===== src/rtl/pcr_pkg.sv =====
`default_nettype none

package pcr_pkg;

   // ----------------------------------------------------------------------
   // strap and ratio layout
   // ----------------------------------------------------------------------
   localparam int         STRAP_W      = 4;
   localparam int         RATIO_W      = 5;
   localparam int         SYNC_STAGES  = 2;
   localparam logic [4:0] RATIO_RESET  = 5'h00;
   localparam logic [3:0] STRAP_RESET  = 4'h0;

   // ratio values per strap code
   localparam logic [4:0] RATIO_16     = 5'h10;
   localparam logic [4:0] RATIO_2      = 5'h02;
   localparam logic [4:0] RATIO_3      = 5'h03;
   localparam logic [4:0] RATIO_4      = 5'h04;
   localparam logic [4:0] RATIO_5      = 5'h05;
   localparam logic [4:0] RATIO_6      = 5'h06;
   localparam logic [4:0] RATIO_8      = 5'h08;
   localparam logic [4:0] RATIO_9      = 5'h09;
   localparam logic [4:0] RATIO_10     = 5'h0a;
   localparam logic [4:0] RATIO_12     = 5'h0c;
   localparam logic [4:0] RATIO_20     = 5'h14;

   // settle count at capture (fourth edge after reset release): two sync stages must fill
   localparam logic [1:0] CAPTURE_WAIT = 2'h2;

   typedef enum logic [1:0]
   {
      PCR_IN_RESET = 2'b00,
      PCR_SETTLE   = 2'b01,
      PCR_LOCKED   = 2'b10
   } pcr_state_t;

endpackage : pcr_pkg

`default_nettype wire


===== src/rtl/pcr_ratio_strap.sv =====
`timescale 1ns/100ps
`default_nettype none

module pcr_ratio_strap
   import pcr_pkg::*;
(
   input  wire logic               i_clk,
   input  wire logic               i_srst,
   input  wire logic [STRAP_W-1:0] i_ratio_strap_lines,
   output logic      [RATIO_W-1:0] o_platform_ratio,
   output logic      [RATIO_W-1:0] o_mem_bus_ratio2,
   output logic                    o_ratio_valid,
   output logic                    o_ratio_reserved,
   output logic                    o_ratio_locked
);

   // ----------------------------------------------------------------------
   // decode
   // ----------------------------------------------------------------------
   // returns zero for reserved codes so that zero means "no ratio"
   function automatic logic [RATIO_W-1:0] pcr_decode(input logic [STRAP_W-1:0] code);
      logic [RATIO_W-1:0] r;
      r = RATIO_RESET;
      case (code)
         4'h0:    r = RATIO_16;
         4'h2:    r = RATIO_2;
         4'h3:    r = RATIO_3;
         4'h4:    r = RATIO_4;
         4'h5:    r = RATIO_5;
         4'h6:    r = RATIO_6;
         4'h8:    r = RATIO_8;
         4'h9:    r = RATIO_9;
         4'ha:    r = RATIO_10;
         4'hc:    r = RATIO_12;
         4'hd:    r = RATIO_20;
         default: r = RATIO_RESET;
      endcase
      return r;
   endfunction : pcr_decode

   // ----------------------------------------------------------------------
   // strap synchroniser
   // ----------------------------------------------------------------------
   logic [STRAP_W-1:0] sync1_reg;
   logic [STRAP_W-1:0] sync2_reg;

   // straps are board levels, so they pass two flops before use
   always_ff @(posedge i_clk)
   begin
      sync1_reg <= i_ratio_strap_lines;
      sync2_reg <= sync1_reg;
   end

   // ----------------------------------------------------------------------
   // capture sequencer
   // ----------------------------------------------------------------------
   pcr_state_t         state_reg;
   pcr_state_t         state_next;
   logic [1:0]         wait_reg;
   logic [RATIO_W-1:0] ratio_reg;
   logic               valid_reg;
   logic               resv_reg;
   logic               locked_reg;
   logic [RATIO_W-1:0] mem2_reg;

   // decode runs every cycle but is only looked at on the capture edge;
   // a reserved code decodes to zero, which doubles as the invalid marker
   // so that no separate reserved table has to be kept in step with it
   wire logic [RATIO_W-1:0] decoded_w  = pcr_decode(sync2_reg);
   wire logic               is_resv_w  = (decoded_w == RATIO_RESET);
   wire logic               capture_w  = (state_reg == PCR_SETTLE) && (wait_reg == CAPTURE_WAIT);

   // settle lets the synchroniser flush stale pre-release levels
   always_comb
   begin
      state_next = state_reg;
      case (state_reg)
         PCR_IN_RESET: state_next = PCR_SETTLE;
         PCR_SETTLE:   state_next = capture_w ? PCR_LOCKED : PCR_SETTLE;
         PCR_LOCKED:   state_next = PCR_LOCKED;
         default:      state_next = PCR_IN_RESET;
      endcase
   end

   always_ff @(posedge i_clk)
   begin
      if (i_srst)
      begin
         state_reg <= PCR_IN_RESET;
         wait_reg  <= 2'h0;
      end
      else
      begin
         state_reg <= state_next;
         if (state_reg == PCR_SETTLE && !capture_w)
            wait_reg <= wait_reg + 2'h1;
      end
   end

   // ratio held until the next reset; later strap changes are ignored
   always_ff @(posedge i_clk)
   begin
      if (i_srst)
      begin
         ratio_reg  <= RATIO_RESET;
         mem2_reg   <= RATIO_RESET;
         valid_reg  <= 1'b0;
         resv_reg   <= 1'b0;
         locked_reg <= 1'b0;
      end
      else if (capture_w)
      begin
         ratio_reg  <= decoded_w;
         mem2_reg   <= decoded_w;
         valid_reg  <= !is_resv_w;
         resv_reg   <= is_resv_w;
         locked_reg <= 1'b1;
      end
   end

   // memory bus ratio is expressed in half-steps: ref*mem2/2
   assign o_platform_ratio = ratio_reg;
   assign o_mem_bus_ratio2 = mem2_reg;
   assign o_ratio_valid    = valid_reg;
   assign o_ratio_reserved = resv_reg;
   assign o_ratio_locked   = locked_reg;
endmodule : pcr_ratio_strap

`default_nettype wire


===== config.mk =====
export PLATFORM = sky130hd
export DESIGN_NAME = pcr_ratio_strap
export DESIGN_NICKNAME = d
export VERILOG_FILES = /design/src/rtl/pcr_pkg.sv /design/src/rtl/pcr_ratio_strap.sv
export SDC_FILE = /design/constraint.sdc
export NUM_CORES = 1
export LEC_CHECK = 0
export ABC_AREA = 1
export ABC_CLOCK_PERIOD_IN_PS = 1500
export BUFFER_PORTS_ARGS = -buffer_cell sky130_fd_sc_hd__buf_4
export CAP_MARGIN = 10
export CORE_MARGIN = 2
export CORE_UTILIZATION = 45
export CTS_CLUSTER_DIAMETER = 40
export DETAILED_ROUTE_END_ITERATION = 8
export PLACE_DENSITY = 0.69
export SLEW_MARGIN = 15
export SYNTH_ARGS = -nofsm -noshare
export SYNTH_HDL_FRONTEND = slang
export SYNTH_SLANG_ARGS = --single-unit

===== constraint.sdc =====
create_clock -name i_clk -period 1.5 [get_ports i_clk]
set_input_delay 0.15 -clock i_clk [delete_from_list [all_inputs] [get_ports i_clk]]
set_output_delay 0.15 -clock i_clk [all_outputs]
set_load 0.02 [all_outputs]

* After elaboration in Yosys (flattened, before gate mapping)
Memories as Yosys holds them, arrays and structs flattened. A register that Yosys moved wholly into a read port is not among the register bits.
Index checks and enable logic that the tools add are counted.
** Word-level totals
- Output and inout port bits :: 13
- Input port bits :: 6
- Memory bits (read-only) :: 80
- Bits in registers :: 16
- Logic and storage cells :: 20
- Memories kept :: 1
** Memory list
- (no name shown) :: depth 16, width 5, read ports 1, clocked after memory_dff 1, wr ports 0, RTL line pcr_ratio_strap.sv:24 : case (code)
** Cells by class
- Add/sub/neg operators :: 1
- Equal/unequal tests :: 3
- Reductions and logical operators :: 6
- Mux-type cells :: 2
** Operators with widths (count)
- 2-bit one-hot mux with 3 select lines :: 1
- 5-bit zero test :: 1
- 2-bit == test (second input constant) :: 2
- 2-bit by 1-bit adder with 2-bit output (second input constant) :: 1
- 2-bit by 1-bit == test with 1-bit output (second input constant) :: 1
- 1-bit logical AND :: 2
- 1-bit zero test :: 2
- 2-bit zero test :: 1
- 2-bit 2-to-1 mux :: 1

* Logic depth before layout (Yosys ltp)
Gate-level depths: netlist of the first run.
- Word-level depth :: 4
- Mapped depth :: 7
- Gate-level depth less buffers :: 6

* Worst setup path before layout of the first run
OpenSTA, ideal clock, no wires.
- Path kind :: register to register
- Start point :: register wait_reg[0]
- End point :: register valid_reg, in the netlist o_ratio_valid
- Setup time :: 0.122 ns
- Arrival time :: 0.992 ns
- Stages on the path, launching flop included :: 8
- Period minus slack after synthesis :: 1.114 ns
- Slack :: 0.386 ns
- Data required time :: 1.378 ns
- Buffers on the path :: 1
- Path through :: dfxtp_1 > inv_1 > ha_1 > nand2_2 > nor2_4 > buf_6 > o21ai_2 > a21oi_2
** On the way
- Longest elaborated chain between the ends :: 2
** Ends and longest elaborated chain
- start, declared :: RTL line pcr_ratio_strap.sv:59 : logic [1:0] wait_reg;
- start signal, assigned :: RTL line pcr_ratio_strap.sv:96 : wait_reg <= wait_reg + 2'h1;
- 2-bit == test :: RTL line pcr_ratio_strap.sv:71 : wire logic capture_w = (state_reg == PCR_SETTLE) && (wait_reg == CAPTURE_WAIT);
- 1-bit logical AND :: RTL line pcr_ratio_strap.sv:71
- end signal, assigned :: RTL line pcr_ratio_strap.sv:115 : valid_reg <= !is_resv_w;
- end, declared :: RTL line pcr_ratio_strap.sv:61 : logic valid_reg;
Every way passes these cells.
A chain may end at the register's enable or synchronous reset.

* Worst setup path in the final report of the first run
- Start point :: register wait_reg[0]
- End point :: register mem2_reg[4], in the netlist o_mem_bus_ratio2[4]
** On the way
- Longest elaborated chain between the ends :: 2
** Ends and longest elaborated chain
- 2-bit == test :: RTL line pcr_ratio_strap.sv:71
- 1-bit logical AND :: RTL line pcr_ratio_strap.sv:71
- end signal, assigned :: RTL line pcr_ratio_strap.sv:114 : mem2_reg <= decoded_w;
- end, declared :: RTL line pcr_ratio_strap.sv:64 : logic [RATIO_W-1:0] mem2_reg;
Every way passes these cells.

==> results of run 1 <==
## report_power, final
group	switching, mW	internal (mW)	total (mW)
Clock	0.160	0.0990	0.259
Sequential	0.0356	0.609	0.645
Combinational	0.143	0.107	0.249
## metal layers
layer | routed length [µm] | vias to the layer above
met5 | 0 | -
li1 | - | 320
met2 | 652 | 10
met1 | 551 | 271
met4 | 12 | 0
met3 | 40 | 2
## cell families after synthesis
logic type / Yosys count / synth area share (%)
compound gates: 19 / 14.9
fa+ha+maj: 1 / 1.57
buf+inv: 18 / 11.8
flops: 21 / 52.7
simple gates: 31 / 19.1
## cell usage after synthesis, types with 3 or more instances
master   instances  area share (%)
o21ai_2          3             3.3
a21oi_2          3             3.3
dfxtp_1         21              53
nand2_1         11             5.2
o21ai_0          6             3.8
buf_4            5             4.7
nor2_1          13             6.1
a21oi_1          6             3.8
inv_1           12             5.6
## worst max-delay path by stage
stage / from / endpoint / slack, ps / cells after the start
6_report: wait_reg[0] / o_mem_bus_ratio2[4] / 220 / 6
5_1_grt: wait_reg[0] / o_mem_bus_ratio2[0] / 70 / 6
3_3_place_gp: wait_reg[0] / o_mem_bus_ratio2[0] / 310 / 6
4_1_cts: wait_reg[0] / o_mem_bus_ratio2[4] / 200 / 6
3_5_place_dp: wait_reg[0] / o_mem_bus_ratio2[4] / 220 / 6
2_1_floorplan: wait_reg[0] / o_ratio_valid / 390 / 7
## final cells by class
type	count	area (µm²)
Tap cell	17	21.3
Sequential cell	21	420
Timing Repair Buffer	22	175
Multi-Input combinational cell	51	284
Clock inverter	1	5.00
Clock buffer	3	22.5
Inverter	12	45.0
Fill cell	164	716
## repair_timing
item                                   in CTS  in global routing
gates resized for setup                     0                  0
endpoints found under the hold margin       4                  0
hold buffers                                4                  0
setup endpoints to repair                   0                  0
## per-stage QoR
| step | power [mW] | std cells | hold slack (ps) | setup WS (ps) | util [%] |
|---|---|---|---|---|---|
| 2_1_floorplan | 0.837 | 90 | 178 | 386 | - |
| 3_3_place_gp | 0.893 | 119 | 255 | 310 | 53.6 |
| 3_5_place_dp | 0.902 | 119 | 255 | 224 | 53.6 |
| 4_1_cts | 1.17 | 127 | 40.2 | 196 | 57.6 |
| 5_1_grt | 1.23 | 127 | 36.7 | 68.3 | 57.6 |
| 6_report | 1.15 | 127 | 54.1 | 224 | 57.6 |
## cell usage in the layout, fill, tap and decap left out, drive strengths merged
cell type     n
nor3          2
ha            1
nor2         14
inv          12
nand3         1
buf          18
or2           1
clkinv        1
dlygate4sd3   4
dfxtp        21
nand2        12
a21oi         9
o22ai         1
o21ai         9
nand3b        1
clkbuf        3
==> results by group, run 1 <==
Run status
  • Status: finished clean

Final layout
  • Design area: between 900 and 1000 µm²
  • Antenna diodes: 0
  • Area delta synth->final: 21.9%
  • Nets: approximately 120
  • Fraction of layout cells with a size suffix above 1: 30.0%

Floorplanning
  • IO Count: 19
  • Std-Cell Rows: 15
  • Die area: 2130 µm²
  • Die X: between 40 and 50 µm
  • CORE AREA: 1690 µm²
  • Initial core utilization: approximately 47%
  • Die Ht: 46.1 µm

Placement
  • Post-DP Area: 906 µm²
  • Detailed Place HPWL: slightly below 1000 µm
  • Placer Congestion: 0.779
  • Number of buffers added on ports: 18

Detailed routing
  • Total wire length: 1260 µm
  • Pre-antenna DRT Iters: 4
  • DRC violations left: 0
  • WL/cell: 9.89 µm
  • Via density: 4.75
  • Vias: 603
  • 1st-iter DRT viols: 8
  • Antenna viol nets, final: 0

Critical path
  • R2R setup slack: 220 ps
  • Worst setup EP type: flip-flop
  • CP max FO: 12
  • Worst Path Arrival: between 1500 and 2000 ps
  • Crit start category: flip-flop
  • Worst R2R Start: wait_reg[0]
  • Slowest stage delay, CP: 320 ps
  • Max stage delay cell, worst path: dfxtp_1
  • Setup Crit Path Kind: flip-flop to flip-flop
  • CP bufs+invs: 1
  • CP delay by family, top: simple AND/OR/NAND/NOR gates
  • Critical path required time: roughly 1700 ps
  • Crit path cell chain: inv_1 > ha_1 > nand2_2 > nor2_4 > o21ai_0 > a21oi_1
  • Reg-to-Reg End: o_mem_bus_ratio2[4]
  • Cell count of the worst reg-to-reg path: 6

CTS
  • Clock edge transition at the registers on the reported setup and hold paths: 110 ps
  • Setup bufs post-CTS: 0
  • H-tree depth: 1
  • CTS sink cnt: 21
  • Clock Tree Buf Depth: 2
  • Num CTS Buffers: 3
  • CTS tree: yes
  • Clock root buffer: clkbuf_4
  • Skew-Pair Late Insertion Delay: 290 ps

Min path
  • Worst Hold Endpoint: state_reg[1]
  • Hold_sp: i_srst
  • Hold WC Path Type: primary input to flip-flop
  • Worst Hold Path Cells: 2

STA
  • Final Skew: 4.67 ps
  • Fin crit period: 1280 ps
  • Maximum clock frequency: 784 MHz
  • Worst-Margin Slew: 318 ps
  • Setup TNS Final: 0 ps
  • RSZ-0062 raised after global routing: no
  • Worst slew margin: 78.7%
  • Max-slew violation count: 0
  • Final Hold Fails: 0
  • Final cycle utilization of the critical path: 85.1%
  • Final setup violation count: 0

Synth
  • YS warnings: 0
  • Syn Nets: 97
  • Yosys reg bits: 21
  • Post-Syn Area: roughly 800 µm²
  • Syn_area_per_cell: 8.87 µm²
  • EDFF count, synth: 0
  • Register area share after synthesis: 52.7%
  • Library cells used by synthesis: 19
  • Cell count after synthesis: 90
  • Main synth FF type: dfxtp_1
  • Async SR Flop Fraction: 0%

Global routing
  • Pin count of the biggest net entering global routing: 13
  • GRT Overall Usage: 14.2%
  • Met1 usage: between 10% and 20%
  • First-pass GRT wire length: about 2200 µm
  • Gr ovfl total: 0
  • Busiest grt layer: met2
  • Met3 usage: 2.35%
  • GRT met2 Usage: about 23%
  • Initial antenna violation count: 0
  • Vias in the first global route: 537

Pwr
  • Leakage: 0.457 nW
  • Cell Pwr Density: 1180 nW/µm²
  • Worst IR Drop VDD: around 0.7 mV

Flow run
  • Max-cap violations: 0
Power figures use the tool's default switching activity.
==> inputs of run 2 (changes only) <==
Settings changed: ABC_AREA 1 to unset.
==> results by group, run 2 <==
Detailed routing
  • Top Layer Used: met4
  • Wl on met1: 490 µm
  • Met2 WL: 572 µm
  • WL/cell: 10.5 µm
  • Via density: 4.98
  • Wire length on met3: 52 µm
  • Antenna viol nets, final: 0
  • Pre-antenna DRT Iters: 2
  • DRC violations left: 0
  • 1st-iter DRT viols: 1
  • Vias: approximately 540
  • Total wire length: 1130 µm

Floorplanning
  • IO Count: 19
  • CORE AREA: 1540 µm²
  • Die area: 2030 µm²
  • Initial core utilization: 49.2%
  • Die X: around 45 µm
  • Std-Cell Rows: 14
  • Die Ht: roughly 45 µm

Critical path
  • Worst Path Arrival: around 1600 ps
  • Cell count of the worst reg-to-reg path: 5
  • Crit start category: flip-flop
  • Worst setup EP type: flip-flop
  • Setup Crit Path Kind: flip-flop to flip-flop
  • Critical path required time: 1690 ps
  • CP max FO: 3

Placement
  • Detailed Place HPWL: 845 µm
  • Number of buffers added on ports: 18
  • Post-Place Setup Slack: between 100 and 150 ps
  • Placed insts: 100
  • Placer Congestion: 0.667

STA
  • Final cycle utilization of the critical path: 93.9%
  • Final Skew: between 5 and 6 ps
  • Final Hold Fails: 0
  • RSZ-0062 raised after global routing: no
  • Fin crit period: 1410 ps
  • Max-slew violation count: 0
  • Final WS setup: 91.0 ps
  • Setup TNS Final: 0 ps
  • Maximum clock frequency: about 710 MHz
  • Final setup violation count: 0
  • Worst-Margin Slew: 244 ps
  • Worst slew margin: 83.6%

Pwr
  • Sw frac: 26.1%
  • Comb power frac: a little under a fifth
  • Psw: around 0.3 mW
  • Worst IR Drop VDD: 0.681 mV
  • Total Power: 1.12 mW
  • Leakage: about 0.43 nW
  • Flop pwr share: 58.1%
  • Clock power share: a little under a quarter
  • Pint: 0.828 mW
  • Cell Pwr Density: 1200 nW/µm²

Synth
  • Yosys reg bits: 21
  • EDFF count, synth: 0
  • Library cells used by synthesis: 23
  • YS warnings: 0
  • Ranking of synthesized cells by area: dfxtp_1, mux2i_1, buf_4
  • Main synth FF type: dfxtp_1
  • Syn Nets: 81
  • Syn_area_per_cell: 10.2 µm²
  • Dominant cell type by area after synthesis: dfxtp_1
  • Cell with the most instances after synthesis: dfxtp_1
  • Synth cell count leaders: dfxtp_1, nor2_1, a21oi_1
  • Async SR Flop Fraction: 0%
  • Post-synth top area share: between 50% and 60%
  • Post-Syn Area: 758 µm²
  • Register area share after synthesis: roughly 55%
  • Cell count after synthesis: 74

Min path
  • Hold WC Path Type: primary input to flip-flop
  • Worst Hold Path Cells: 2

Run status
  • Status: finished clean

CTS
  • CTS sink cnt: 21
  • Setup bufs post-CTS: 0
  • Num CTS Buffers: 3
  • Clock Tree Buf Depth: 2
  • Clock root buffer: clkbuf_4
  • CTS tree: yes
  • H-tree depth: 1
  • Skew-Pair Late Insertion Delay: 290 ps
  • Clock edge transition at the registers on the reported setup and hold paths: 110 ps

Final layout
  • Fraction of layout cells with a size suffix above 1: roughly 27%
  • Nets: 100
  • Fillers: around 150
  • Antenna diodes: 0
  • Commonest cells after routing, fill and taps aside: dfxtp_1, buf_4, nor2_1
  • Fin cells: 108
  • Area delta synth->final: 23.3%
  • Commonest non-fill, non-tap cell in the layout: dfxtp_1

Global routing
  • Vias in the first global route: ~500
  • Initial antenna violation count: 0
  • Pin count of the biggest net entering global routing: 13
  • First-pass GRT wire length: 1900 µm
  • Gr ovfl total: 0
  • GRT Overall Usage: 13.2%

Flow run
  • Max-cap violations: 0
## run 2: worst paths after layout
kind | startpoint | endpoint | slack (ps)
max | wait_reg[0] | o_ratio_valid | 90
min reg2reg | o_ratio_locked | o_ratio_locked | 450
max reg2reg | wait_reg[0] | o_ratio_valid | 90
min | i_srst | o_ratio_reserved | 100
## run 2: critical path, cell delays in order (launching register included)
cell      delay (ps)
dfxtp_1          330
inv_1             60
ha_2             190
nand3b_1         100
or4_4            480
and2_1           140
## run 2: metal layers
metal	track usage [%]	vias up
met3	2.40	2
met5	0	-
met1	13.1	245
met2	23.7	13
li1	-	278
met4	10.6	0
## run 2: power by group through the flow
stage          clock, mW  combinational (mW)  sequential [mW]
2_1_floorplan          0               0.142            0.670
3_3_place_gp           0               0.199            0.661
3_5_place_dp           0               0.202            0.664
4_1_cts            0.274               0.210            0.651
5_1_grt            0.295               0.244            0.659
6_report           0.257               0.213            0.651
## run 2: per-stage QoR
step                      utilization, %  cell area, µm²  hold slack, ps
after detailed placement            55.8             861             255
after CTS                           60.1             927            84.7
after global placement              55.8             861             254
after floorplan                        -             758             178
final                               60.6             935             100
after global routing                60.6             935            87.3
## run 2: logic make-up after synthesis
family                     synth area share, %
buffers and inverters                     9.41
AOI/OAI and AO/OA                         11.2
xor gates and xnor gates                  2.31
adders and majority gates                 1.65
muxes                                     6.60
DFF                                       55.4
and+or+nand+nor                           13.4
## run 2: area by class of cell
type,count,area (µm²),share of cell area (%)
Sequential cell,21,420,45.0
Multi-Input combinational cell,41,274,29.3
Timing Repair Buffer,23,183,19.5
Clock buffer,4,26.3,2.81
Tap cell,16,20.0,2.14
Inverter,3,11.3,1.20
## run 2: timing repair
item                       CTS  global route
setup endpoints to repair    0             1
hold endpoints to repair     4             0
resized for setup            0             2
hold buffers                 4             0
